**config.mk**
```make
export PLATFORM = sky130hd
export DESIGN_NAME = flash_command_sequencer
export DESIGN_NICKNAME = d
export VERILOG_FILES = /design/src/logic/flash_seq_pkg.sv /design/src/logic/flash_command_sequencer.sv
export SDC_FILE = /design/constraint.sdc
export NUM_CORES = 1
export LEC_CHECK = 0
export BUFFER_PORTS_ARGS = -buffer_cell sky130_fd_sc_hd__buf_2
export CAP_MARGIN = 40
export CORE_UTILIZATION = 45
export DETAILED_ROUTE_END_ITERATION = 10
export MAX_ROUTING_LAYER = met4
export PLACE_DENSITY = 0.82
export SETUP_SLACK_MARGIN = 0.3
export SKIP_CTS_REPAIR_TIMING = 1
export SLEW_MARGIN = 0
export SYNTH_ARGS = -nofsm -noshare
export SYNTH_HDL_FRONTEND = slang
export SYNTH_SLANG_ARGS = --single-unit
```
**constraint.sdc**
```tcl
create_clock -name clk -period 6.4 [get_ports clk]
set_input_delay 0.32 -clock clk [delete_from_list [all_inputs] [get_ports clk]]
set_output_delay 0.32 -clock clk [all_outputs]
set_load 0.02 [all_outputs]
```
**src/logic/flash_seq_pkg.sv**
```systemverilog
package flash_seq_pkg;
    // -----------------------------------------------------------------
    // bus geometry
    // -----------------------------------------------------------------
    localparam int ADDR_W = 32; // cpu byte address width
    localparam int DATA_W = 32; // one bus write cycle carries a word
    localparam int CMD_ADDR_W = 16; // low address bits compared in commands

    // -----------------------------------------------------------------
    // command cycle addresses and data
    // -----------------------------------------------------------------
    localparam logic [CMD_ADDR_W-1:0] UNLOCK_ADDR1 = 16'h5400;
    localparam logic [CMD_ADDR_W-1:0] UNLOCK_ADDR2 = 16'haa00;
    localparam logic [DATA_W-1:0] UNLOCK_DATA1 = 32'h0000_00aa;
    localparam logic [DATA_W-1:0] UNLOCK_DATA2 = 32'h0000_0055;
    localparam logic [DATA_W-1:0] READ_CMD_DATA = 32'h0000_00f0;
    localparam logic [DATA_W-1:0] PROG_CMD_DATA = 32'h0000_00a0;
    localparam logic [DATA_W-1:0] ERASE_CMD_DATA = 32'h0000_0080;
    localparam logic [DATA_W-1:0] IDENT_CMD_DATA = 32'h0000_0090;
    localparam logic [DATA_W-1:0] CHIP_ERASE_DATA = 32'h0000_0010;
    localparam logic [DATA_W-1:0] BLOCK_ERASE_DATA = 32'h0000_0030;

    // -----------------------------------------------------------------
    // page and block layout
    // -----------------------------------------------------------------
    localparam int PAGE_CNT_W = 7; // counts the words of one page
    localparam logic [PAGE_CNT_W-1:0] PAGE_LAST = 7'h7f; // 128 words
    localparam logic [ADDR_W-1:0] WORD_STEP = 32'h0000_0004;
    localparam int BLOCK_W = 3; // block index width
    localparam int BLOCK_COUNT = 8; // blocks with a protection bit
    localparam int BLOCK_LSB = 15; // lowest address bit of block index

    // kind of automatic operation handed to the array macro
    typedef enum logic [1:0] {
        op_none,
        op_page,
        op_chip,
        op_block
    } op_kind_type;
endpackage

```
**src/logic/flash_command_sequencer.sv**
```systemverilog
`timescale 1ns/1ps
// How it works
// only read state or automatic state
// automatic state entered only via valid sequence
// no valid read data while automatic
// only hardware reset leaves automatic state; code also leaves it on op_done, from st_wait to st_read
// read state after reset and normal completion
// read/reset or hardware reset restores read
// single word 0xf0 write restores read
// read/reset acts after its third cycle
// identifier output holds until read/reset
// cpu cancels partial commands with read/reset
// commands decoded from ordered address/data writes
// any deviating write abandons the command
// cpu keeps off flash during sequences
// cpu checks idle flag before first cycle
// cpu fixes wrong writes by software reset
// cpu reset aborts automatic work, restores read
// software repeats work cut by reset
// reset vector fetched in read state
// page program, chip/block erase, block protect
// cpu raises no exceptions during automatic work
// idle flag low while busy, high after
// failed operation locks until hardware reset
// page program starts after third cycle
// erases start after sixth cycle
module flash_command_sequencer (
    input wire logic clk,
    input wire logic sys_rst,
    input wire logic clk_en,
    input wire logic wr_valid,
    input wire logic [flash_seq_pkg::ADDR_W-1:0] wr_addr,
    input wire logic [flash_seq_pkg::DATA_W-1:0] wr_data,
    input wire logic [flash_seq_pkg::BLOCK_COUNT-1:0] block_protect,
    input wire logic op_done,
    input wire logic op_fail,
    output logic sequencer_idle_flag,
    output logic auto_mode,
    output logic read_data_ok,
    output logic identifier_mode,
    output logic fail_locked,
    output logic op_start,
    output flash_seq_pkg::op_kind_type op_kind,
    output logic prog_word_valid,
    output logic [flash_seq_pkg::ADDR_W-1:0] prog_word_addr,
    output logic [flash_seq_pkg::DATA_W-1:0] prog_word_data
);

    // -----------------------------------------------------------------
    // state and storage
    // -----------------------------------------------------------------
    typedef enum logic [3:0] {
        st_read,   // array readable, waiting for a first cycle
        st_cyc1,   // first unlock cycle seen
        st_cyc2,   // second unlock cycle seen
        st_ers3,   // erase command cycle seen
        st_ers4,   // fourth cycle, unlock again
        st_ers5,   // fifth cycle, unlock again
        st_ident,  // identifier output selected
        st_fill,   // page program running, taking page words
        st_wait,   // automatic operation running in the array
        st_locked  // automatic operation failed
    } seq_state_type;

    typedef struct packed {
        seq_state_type st;
        logic [flash_seq_pkg::PAGE_CNT_W-1:0] cnt; // page word count
        logic [flash_seq_pkg::BLOCK_W-1:0] blk; // selected block
        logic idle; // idle flag as software sees it
        logic busy; // automatic state
        logic rd_ok; // read data may be used
        logic ident; // identifier output selected
        logic lock; // failed and locked
        logic start; // one-cycle start of an operation
        flash_seq_pkg::op_kind_type kind; // operation handed out
        logic wvalid; // one-cycle page word strobe
        logic [flash_seq_pkg::ADDR_W-1:0] waddr; // page word address
        logic [flash_seq_pkg::DATA_W-1:0] wdata; // page word data
    } seq_type;

    localparam seq_type SEQ_RESET = '{
        st: st_read, cnt: '0, blk: '0, idle: 1'b1, busy: 1'b0, rd_ok: 1'b1, ident: 1'b0,
        lock: 1'b0, start: 1'b0, kind: flash_seq_pkg::op_none, wvalid: 1'b0,
        waddr: '0, wdata: '0
    };

    seq_type seq_r; // registered state
    seq_type seq_nxt; // next state

    // -----------------------------------------------------------------
    // write-cycle decode
    // -----------------------------------------------------------------
    logic [flash_seq_pkg::CMD_ADDR_W-1:0] cmd_addr; // compared address bits
    logic at_addr1; // write lands on the first unlock address
    logic unlock1; // first unlock cycle
    logic unlock2; // second unlock cycle
    logic read_cmd; // single-word read command
    logic [flash_seq_pkg::BLOCK_W-1:0] wr_blk; // block of the write

    assign cmd_addr = wr_addr[flash_seq_pkg::CMD_ADDR_W-1:0];
    assign at_addr1 = cmd_addr == flash_seq_pkg::UNLOCK_ADDR1;
    assign unlock1 = at_addr1 && wr_data == flash_seq_pkg::UNLOCK_DATA1;
    assign unlock2 = cmd_addr == flash_seq_pkg::UNLOCK_ADDR2
        && wr_data == flash_seq_pkg::UNLOCK_DATA2;
    assign read_cmd = wr_data == flash_seq_pkg::READ_CMD_DATA;
    assign wr_blk = wr_addr[flash_seq_pkg::BLOCK_LSB +: flash_seq_pkg::BLOCK_W];

    // -----------------------------------------------------------------
    // next-state logic
    // -----------------------------------------------------------------
    // strobes default low, state moves only on a cpu write or array event
    always_comb begin
        seq_nxt = seq_r;
        seq_nxt.start = 1'b0;
        seq_nxt.wvalid = 1'b0;
        unique case (seq_r.st)
            // read and identifier states wait for a first cycle
            st_read, st_ident: begin
                if (wr_valid) begin
                    if (read_cmd) begin
                        seq_nxt.st = st_read;
                    end else if (unlock1) begin
                        seq_nxt.st = st_cyc1;
                    end
                end
            end
            // second cycle must be the second unlock
            st_cyc1: begin
                if (wr_valid) begin
                    seq_nxt.st = unlock2 ? st_cyc2 : st_read;
                end
            end
            // third cycle selects the command
            st_cyc2: begin
                if (wr_valid) begin
                    seq_nxt.st = st_read;
                    if (at_addr1) begin
                        unique case (wr_data)
                            flash_seq_pkg::PROG_CMD_DATA: begin
                                seq_nxt.st = st_fill;
                                seq_nxt.start = 1'b1;
                                seq_nxt.kind = flash_seq_pkg::op_page;
                                seq_nxt.cnt = '0;
                            end
                            flash_seq_pkg::ERASE_CMD_DATA: seq_nxt.st = st_ers3;
                            flash_seq_pkg::IDENT_CMD_DATA: seq_nxt.st = st_ident;
                            default: seq_nxt.st = st_read;
                        endcase
                    end
                end
            end
            // fourth and fifth cycles unlock once more
            st_ers3: begin
                if (wr_valid) begin
                    seq_nxt.st = unlock1 ? st_ers4 : st_read;
                end
            end
            st_ers4: begin
                if (wr_valid) begin
                    seq_nxt.st = unlock2 ? st_ers5 : st_read;
                end
            end
            // sixth cycle picks chip or block erase
            st_ers5: begin
                if (wr_valid) begin
                    seq_nxt.st = st_read;
                    if (at_addr1 && wr_data == flash_seq_pkg::CHIP_ERASE_DATA) begin
                        // all blocks protected: nothing to erase
                        if (!(&block_protect)) begin
                            seq_nxt.st = st_wait;
                            seq_nxt.start = 1'b1;
                            seq_nxt.kind = flash_seq_pkg::op_chip;
                        end
                    end else if (wr_data == flash_seq_pkg::BLOCK_ERASE_DATA) begin
                        seq_nxt.blk = wr_blk;
                        // protected block stays untouched
                        if (!block_protect[wr_blk]) begin
                            seq_nxt.st = st_wait;
                            seq_nxt.start = 1'b1;
                            seq_nxt.kind = flash_seq_pkg::op_block;
                        end
                    end
                end
            end
            // page words: first names the page top, the rest follow on
            st_fill: begin
                if (op_fail) begin
                    seq_nxt.st = st_locked;
                end else if (wr_valid) begin
                    // every write is page data here, read/reset has no effect
                    if (seq_r.cnt == '0) begin
                        seq_nxt.waddr = wr_addr;
                        seq_nxt.blk = wr_blk;
                        seq_nxt.wvalid = !block_protect[wr_blk];
                    end else begin
                        seq_nxt.waddr = seq_r.waddr + flash_seq_pkg::WORD_STEP;
                        seq_nxt.wvalid = !block_protect[seq_r.blk];
                    end
                    seq_nxt.wdata = wr_data;
                    seq_nxt.cnt = seq_r.cnt + {{(flash_seq_pkg::PAGE_CNT_W-1){1'b0}}, 1'b1};
                    if (seq_r.cnt == flash_seq_pkg::PAGE_LAST) begin
                        seq_nxt.st = st_wait;
                    end
                end
            end
            // array works alone, cpu writes are not accepted
            st_wait: begin
                if (op_fail) begin
                    seq_nxt.st = st_locked;
                end else if (op_done) begin
                    seq_nxt.st = st_read;
                    seq_nxt.kind = flash_seq_pkg::op_none;
                end
            end
            // only sys_rst leaves this state
            st_locked: begin
                seq_nxt.st = st_locked;
            end
        endcase
        // flags follow the state they enter with
        seq_nxt.busy = seq_nxt.st inside {st_fill, st_wait, st_locked};
        seq_nxt.idle = !seq_nxt.busy;
        seq_nxt.ident = seq_nxt.st == st_ident;
        seq_nxt.rd_ok = !seq_nxt.busy && !seq_nxt.ident;
        seq_nxt.lock = seq_nxt.st == st_locked;
    end

    // -----------------------------------------------------------------
    // state register
    // -----------------------------------------------------------------
    // cpu reset (pin or watchdog) aborts all and restores read
    always_ff @(posedge clk) begin
        if (sys_rst) begin
            seq_r <= SEQ_RESET;
        end else if (clk_en) begin
            seq_r <= seq_nxt;
        end
    end

    // -----------------------------------------------------------------
    // outputs, all straight from the state register
    // -----------------------------------------------------------------
    assign sequencer_idle_flag = seq_r.idle;
    assign auto_mode = seq_r.busy;
    assign read_data_ok = seq_r.rd_ok;
    assign identifier_mode = seq_r.ident;
    assign fail_locked = seq_r.lock;
    assign op_start = seq_r.start;
    assign op_kind = seq_r.kind;
    assign prog_word_valid = seq_r.wvalid;
    assign prog_word_addr = seq_r.waddr;
    assign prog_word_data = seq_r.wdata;
endmodule

```
==> qor.yml <==
status: "finished, final reports clean"
die_y_um: 113
async_reset_ff_frac: 0
syn_nets: 830
fin_crit_ns: 3.02
dp_hpwl_mm: 10.7
p_leak_nw: 2.38
fin_hold_ws_ns: 0.224
slew_headroom: 0.426
synth_edf_count: 0
die_x_um: 113
cts_buffer_depth: 2
worstSetupPathType: "reg2reg"
syn_area_mm2: 0.00557
power_density_mw_per_mm2: 198
dp_cells: 938
fmax_ghz: 0.331
hold_violations: 0
initial_core_util: 0.464
num-nets-final: 883
ant_nets: 0
worstPathMaxFanout: 63
wirelength_mm: 15.1
finalSetupViolCount: 0
io_buffers: 150
drv_cap: 0
syn_inst: 749
worst_slew_pin_slew_ns: 0.861
final_cell_count_no_fill: 953
clock-root-buffer: "clkbuf_16"
combPwrFrac: 0.122
fin_crit_sh: 0.472
cp-end-kind: "flip-flop"
max-vdd-ir-drop_v: 0.000181
hold_depth: 3
avgViaCountPerCell: 5.84
layout-drive-gt1-share: 0.246
antennaDiodeCount: 0
start_kind: "flip-flop"
synthToLayoutAreaGrowth_pct: 9.78
clkPwrFrac: 0.418
rsz0062_at_grt: "false"
grt-ovfl-total: 0
regArea_mm2: 0.00174
fin_worst_skew_ns: 0.00798
fp.coreArea_mm2: 0.0120
cts_tree: "built"
p_sw_frac: 0.256
worstSkewPairLatency_ns: 0.34
vias: 5570
multi_input_area_mm2: 0.00306
track_usage: 0.239
setup_tns_ns: 0
most-common-layout-cells: "buf_2, nand2_1, dfxtp_1"
cts-buffers-inserted: 9
h-tree-depth: 3
arrival_ns: 3.21
hp-class: "in2reg"
clk_pin_slew_worst_paths_ns: 0.06
routabilityCongestion: 0.966
drv_slew: 0
route.detailed.drc: 0
die_area_mm2: 0.0128
synth_warnings: 0
synthFlopType: "dfxtp_1"
grt_pass1_wl_mm: 24.1
grt_pass1_vias: 4824
synth.distinct_cells: 80
drt-wirelength-per-cell_um: 15.9
cp_data_required_time_ns: 6.59
dr.first_iter.drc_count: 669
syn_avg_cell_area_um2: 7.43
layout_commonest_cell: "buf_2"
ys_seq_area_frac: 0.313
p_sw_w: 0.000310
antenna_found_initial: 0
r2r_cells: 6
fillers: 1158
first_pass_iters: 5
grt_max_degree: 79
seqPwrFrac: 0.460
cts_sinks: 87
ios: 151
ys_ff_latch: 87
internal_power_w: 0.000901
num_rows: 40
==> cell families (layout without fill, tap and decap cells) <==
family	after synthesis	in the layout	synth area share
adder cells (fa/ha/maj)	3	3	0.00674
AO/OA/AOI/OAI	201	201	0.225
flip-flops	87	87	0.313
multiplexers	8	8	0.0236
AND/OR/NAND/NOR	318	318	0.280
buffers and inverters	125	182	0.140
XOR/XNOR	7	7	0.0110
==> per-layer routing <==
| layer | track usage | wire (um) |
|---|---|---|
| met1 | 0.316 | 6740 |
| met2 | 0.371 | 6990 |
| met3 | 0.0407 | 1100 |
| met4 | 0.0789 | 283 |
| met5 | - | 0 |
==> area by class of cell <==
class                   instances  share of cell area
well taps                     147              0.0301
flip-flops and latches         87               0.285
clock buffers                  13              0.0442
multi-input cells             537               0.500
clock inverters                 2             0.00225
inverters                      12             0.00737
repair buffers                155               0.131
==> sequential cells by signal, indices dropped and copies added (netlist names), named ones only <==
signal	count
auto_mode	1
fail_locked	1
identifier_mode	1
op_kind	2
op_start	1
prog_word_addr	30
prog_word_data	32
prog_word_valid	1
read_data_ok	1
seq_r	14
sequencer_idle_flag	1
==> power by group through the flow <==
stage | Sequential [W] | Combinational [W] | Clock [W]
2_1_floorplan | 0.000562 | 0.000102 | 0
3_3_place_gp | 0.000568 | 0.000145 | 0
3_5_place_dp | 0.000569 | 0.000145 | 0
4_1_cts | 0.000557 | 0.000145 | 0.000517
5_1_grt | 0.000558 | 0.000161 | 0.000536
6_report | 0.000557 | 0.000148 | 0.000506
==> metrics by stage <==
stage | instance area (um2) | total power, W | util | setup WS (ns)
2_1_floorplan | 5570 | 0.000663 | - | 3.89
3_3_place_gp | 5810 | 0.000713 | 0.484 | 3.47
3_5_place_dp | 5830 | 0.000713 | 0.485 | 3.45
4_1_cts | 6110 | 0.00122 | 0.509 | 3.45
5_1_grt | 6110 | 0.00125 | 0.509 | 3.14
6_report | 6110 | 0.00121 | 0.509 | 3.38
==> worst paths after layout <==
path,from,to,slack [ns]
worst max-delay path,seq_r[84]$_SDFFE_PP0P_,prog_word_addr[26]$_SDFFE_PP0P_,3.38
worst min-delay path,wr_data[26],prog_word_data[26]$_SDFFE_PP0P_,0.22
worst max register to register,seq_r[84]$_SDFFE_PP0P_,prog_word_addr[26]$_SDFFE_PP0P_,3.38
worst min register to register,prog_word_data[31]$_SDFFE_PP0P_,prog_word_data[31]$_SDFFE_PP0P_,0.45
==> worst max-delay path: stages (launching register included) <==
cell and delay (ns):
dfxtp_1 0.70, nand4b_1 0.44, nor3_2 0.59, buf_4 0.61, o21ai_0 0.19, a2bb2oi_1 0.21, nor2_1 0.07
==> cell usage after synthesis (5+ instances only) <==
cell type    n  area, um2
a211oi_1    11       82.6
a21oi_1     86        430
a22oi_1      5       37.5
a31oi_1      7       43.8
and2_1       7       43.8
and3_1       9       56.3
and4_1       6       52.6
buf_4       66        495
clkbuf_1    37        139
clkbuf_8     5       68.8
dfxtp_1     87       1740
inv_1       11       41.3
nand2_1    114        428
nand3_1     30        150
nand4_1      7       43.8
nor2_1      63        236
nor3_1      23        115
nor4_1      19        119
o21ai_0     37        185
o22ai_1      6       37.5
o31ai_1      5       37.5
or3_1        9       56.3
xnor2_1      6       52.6
Power figures use the tool's default switching activity.
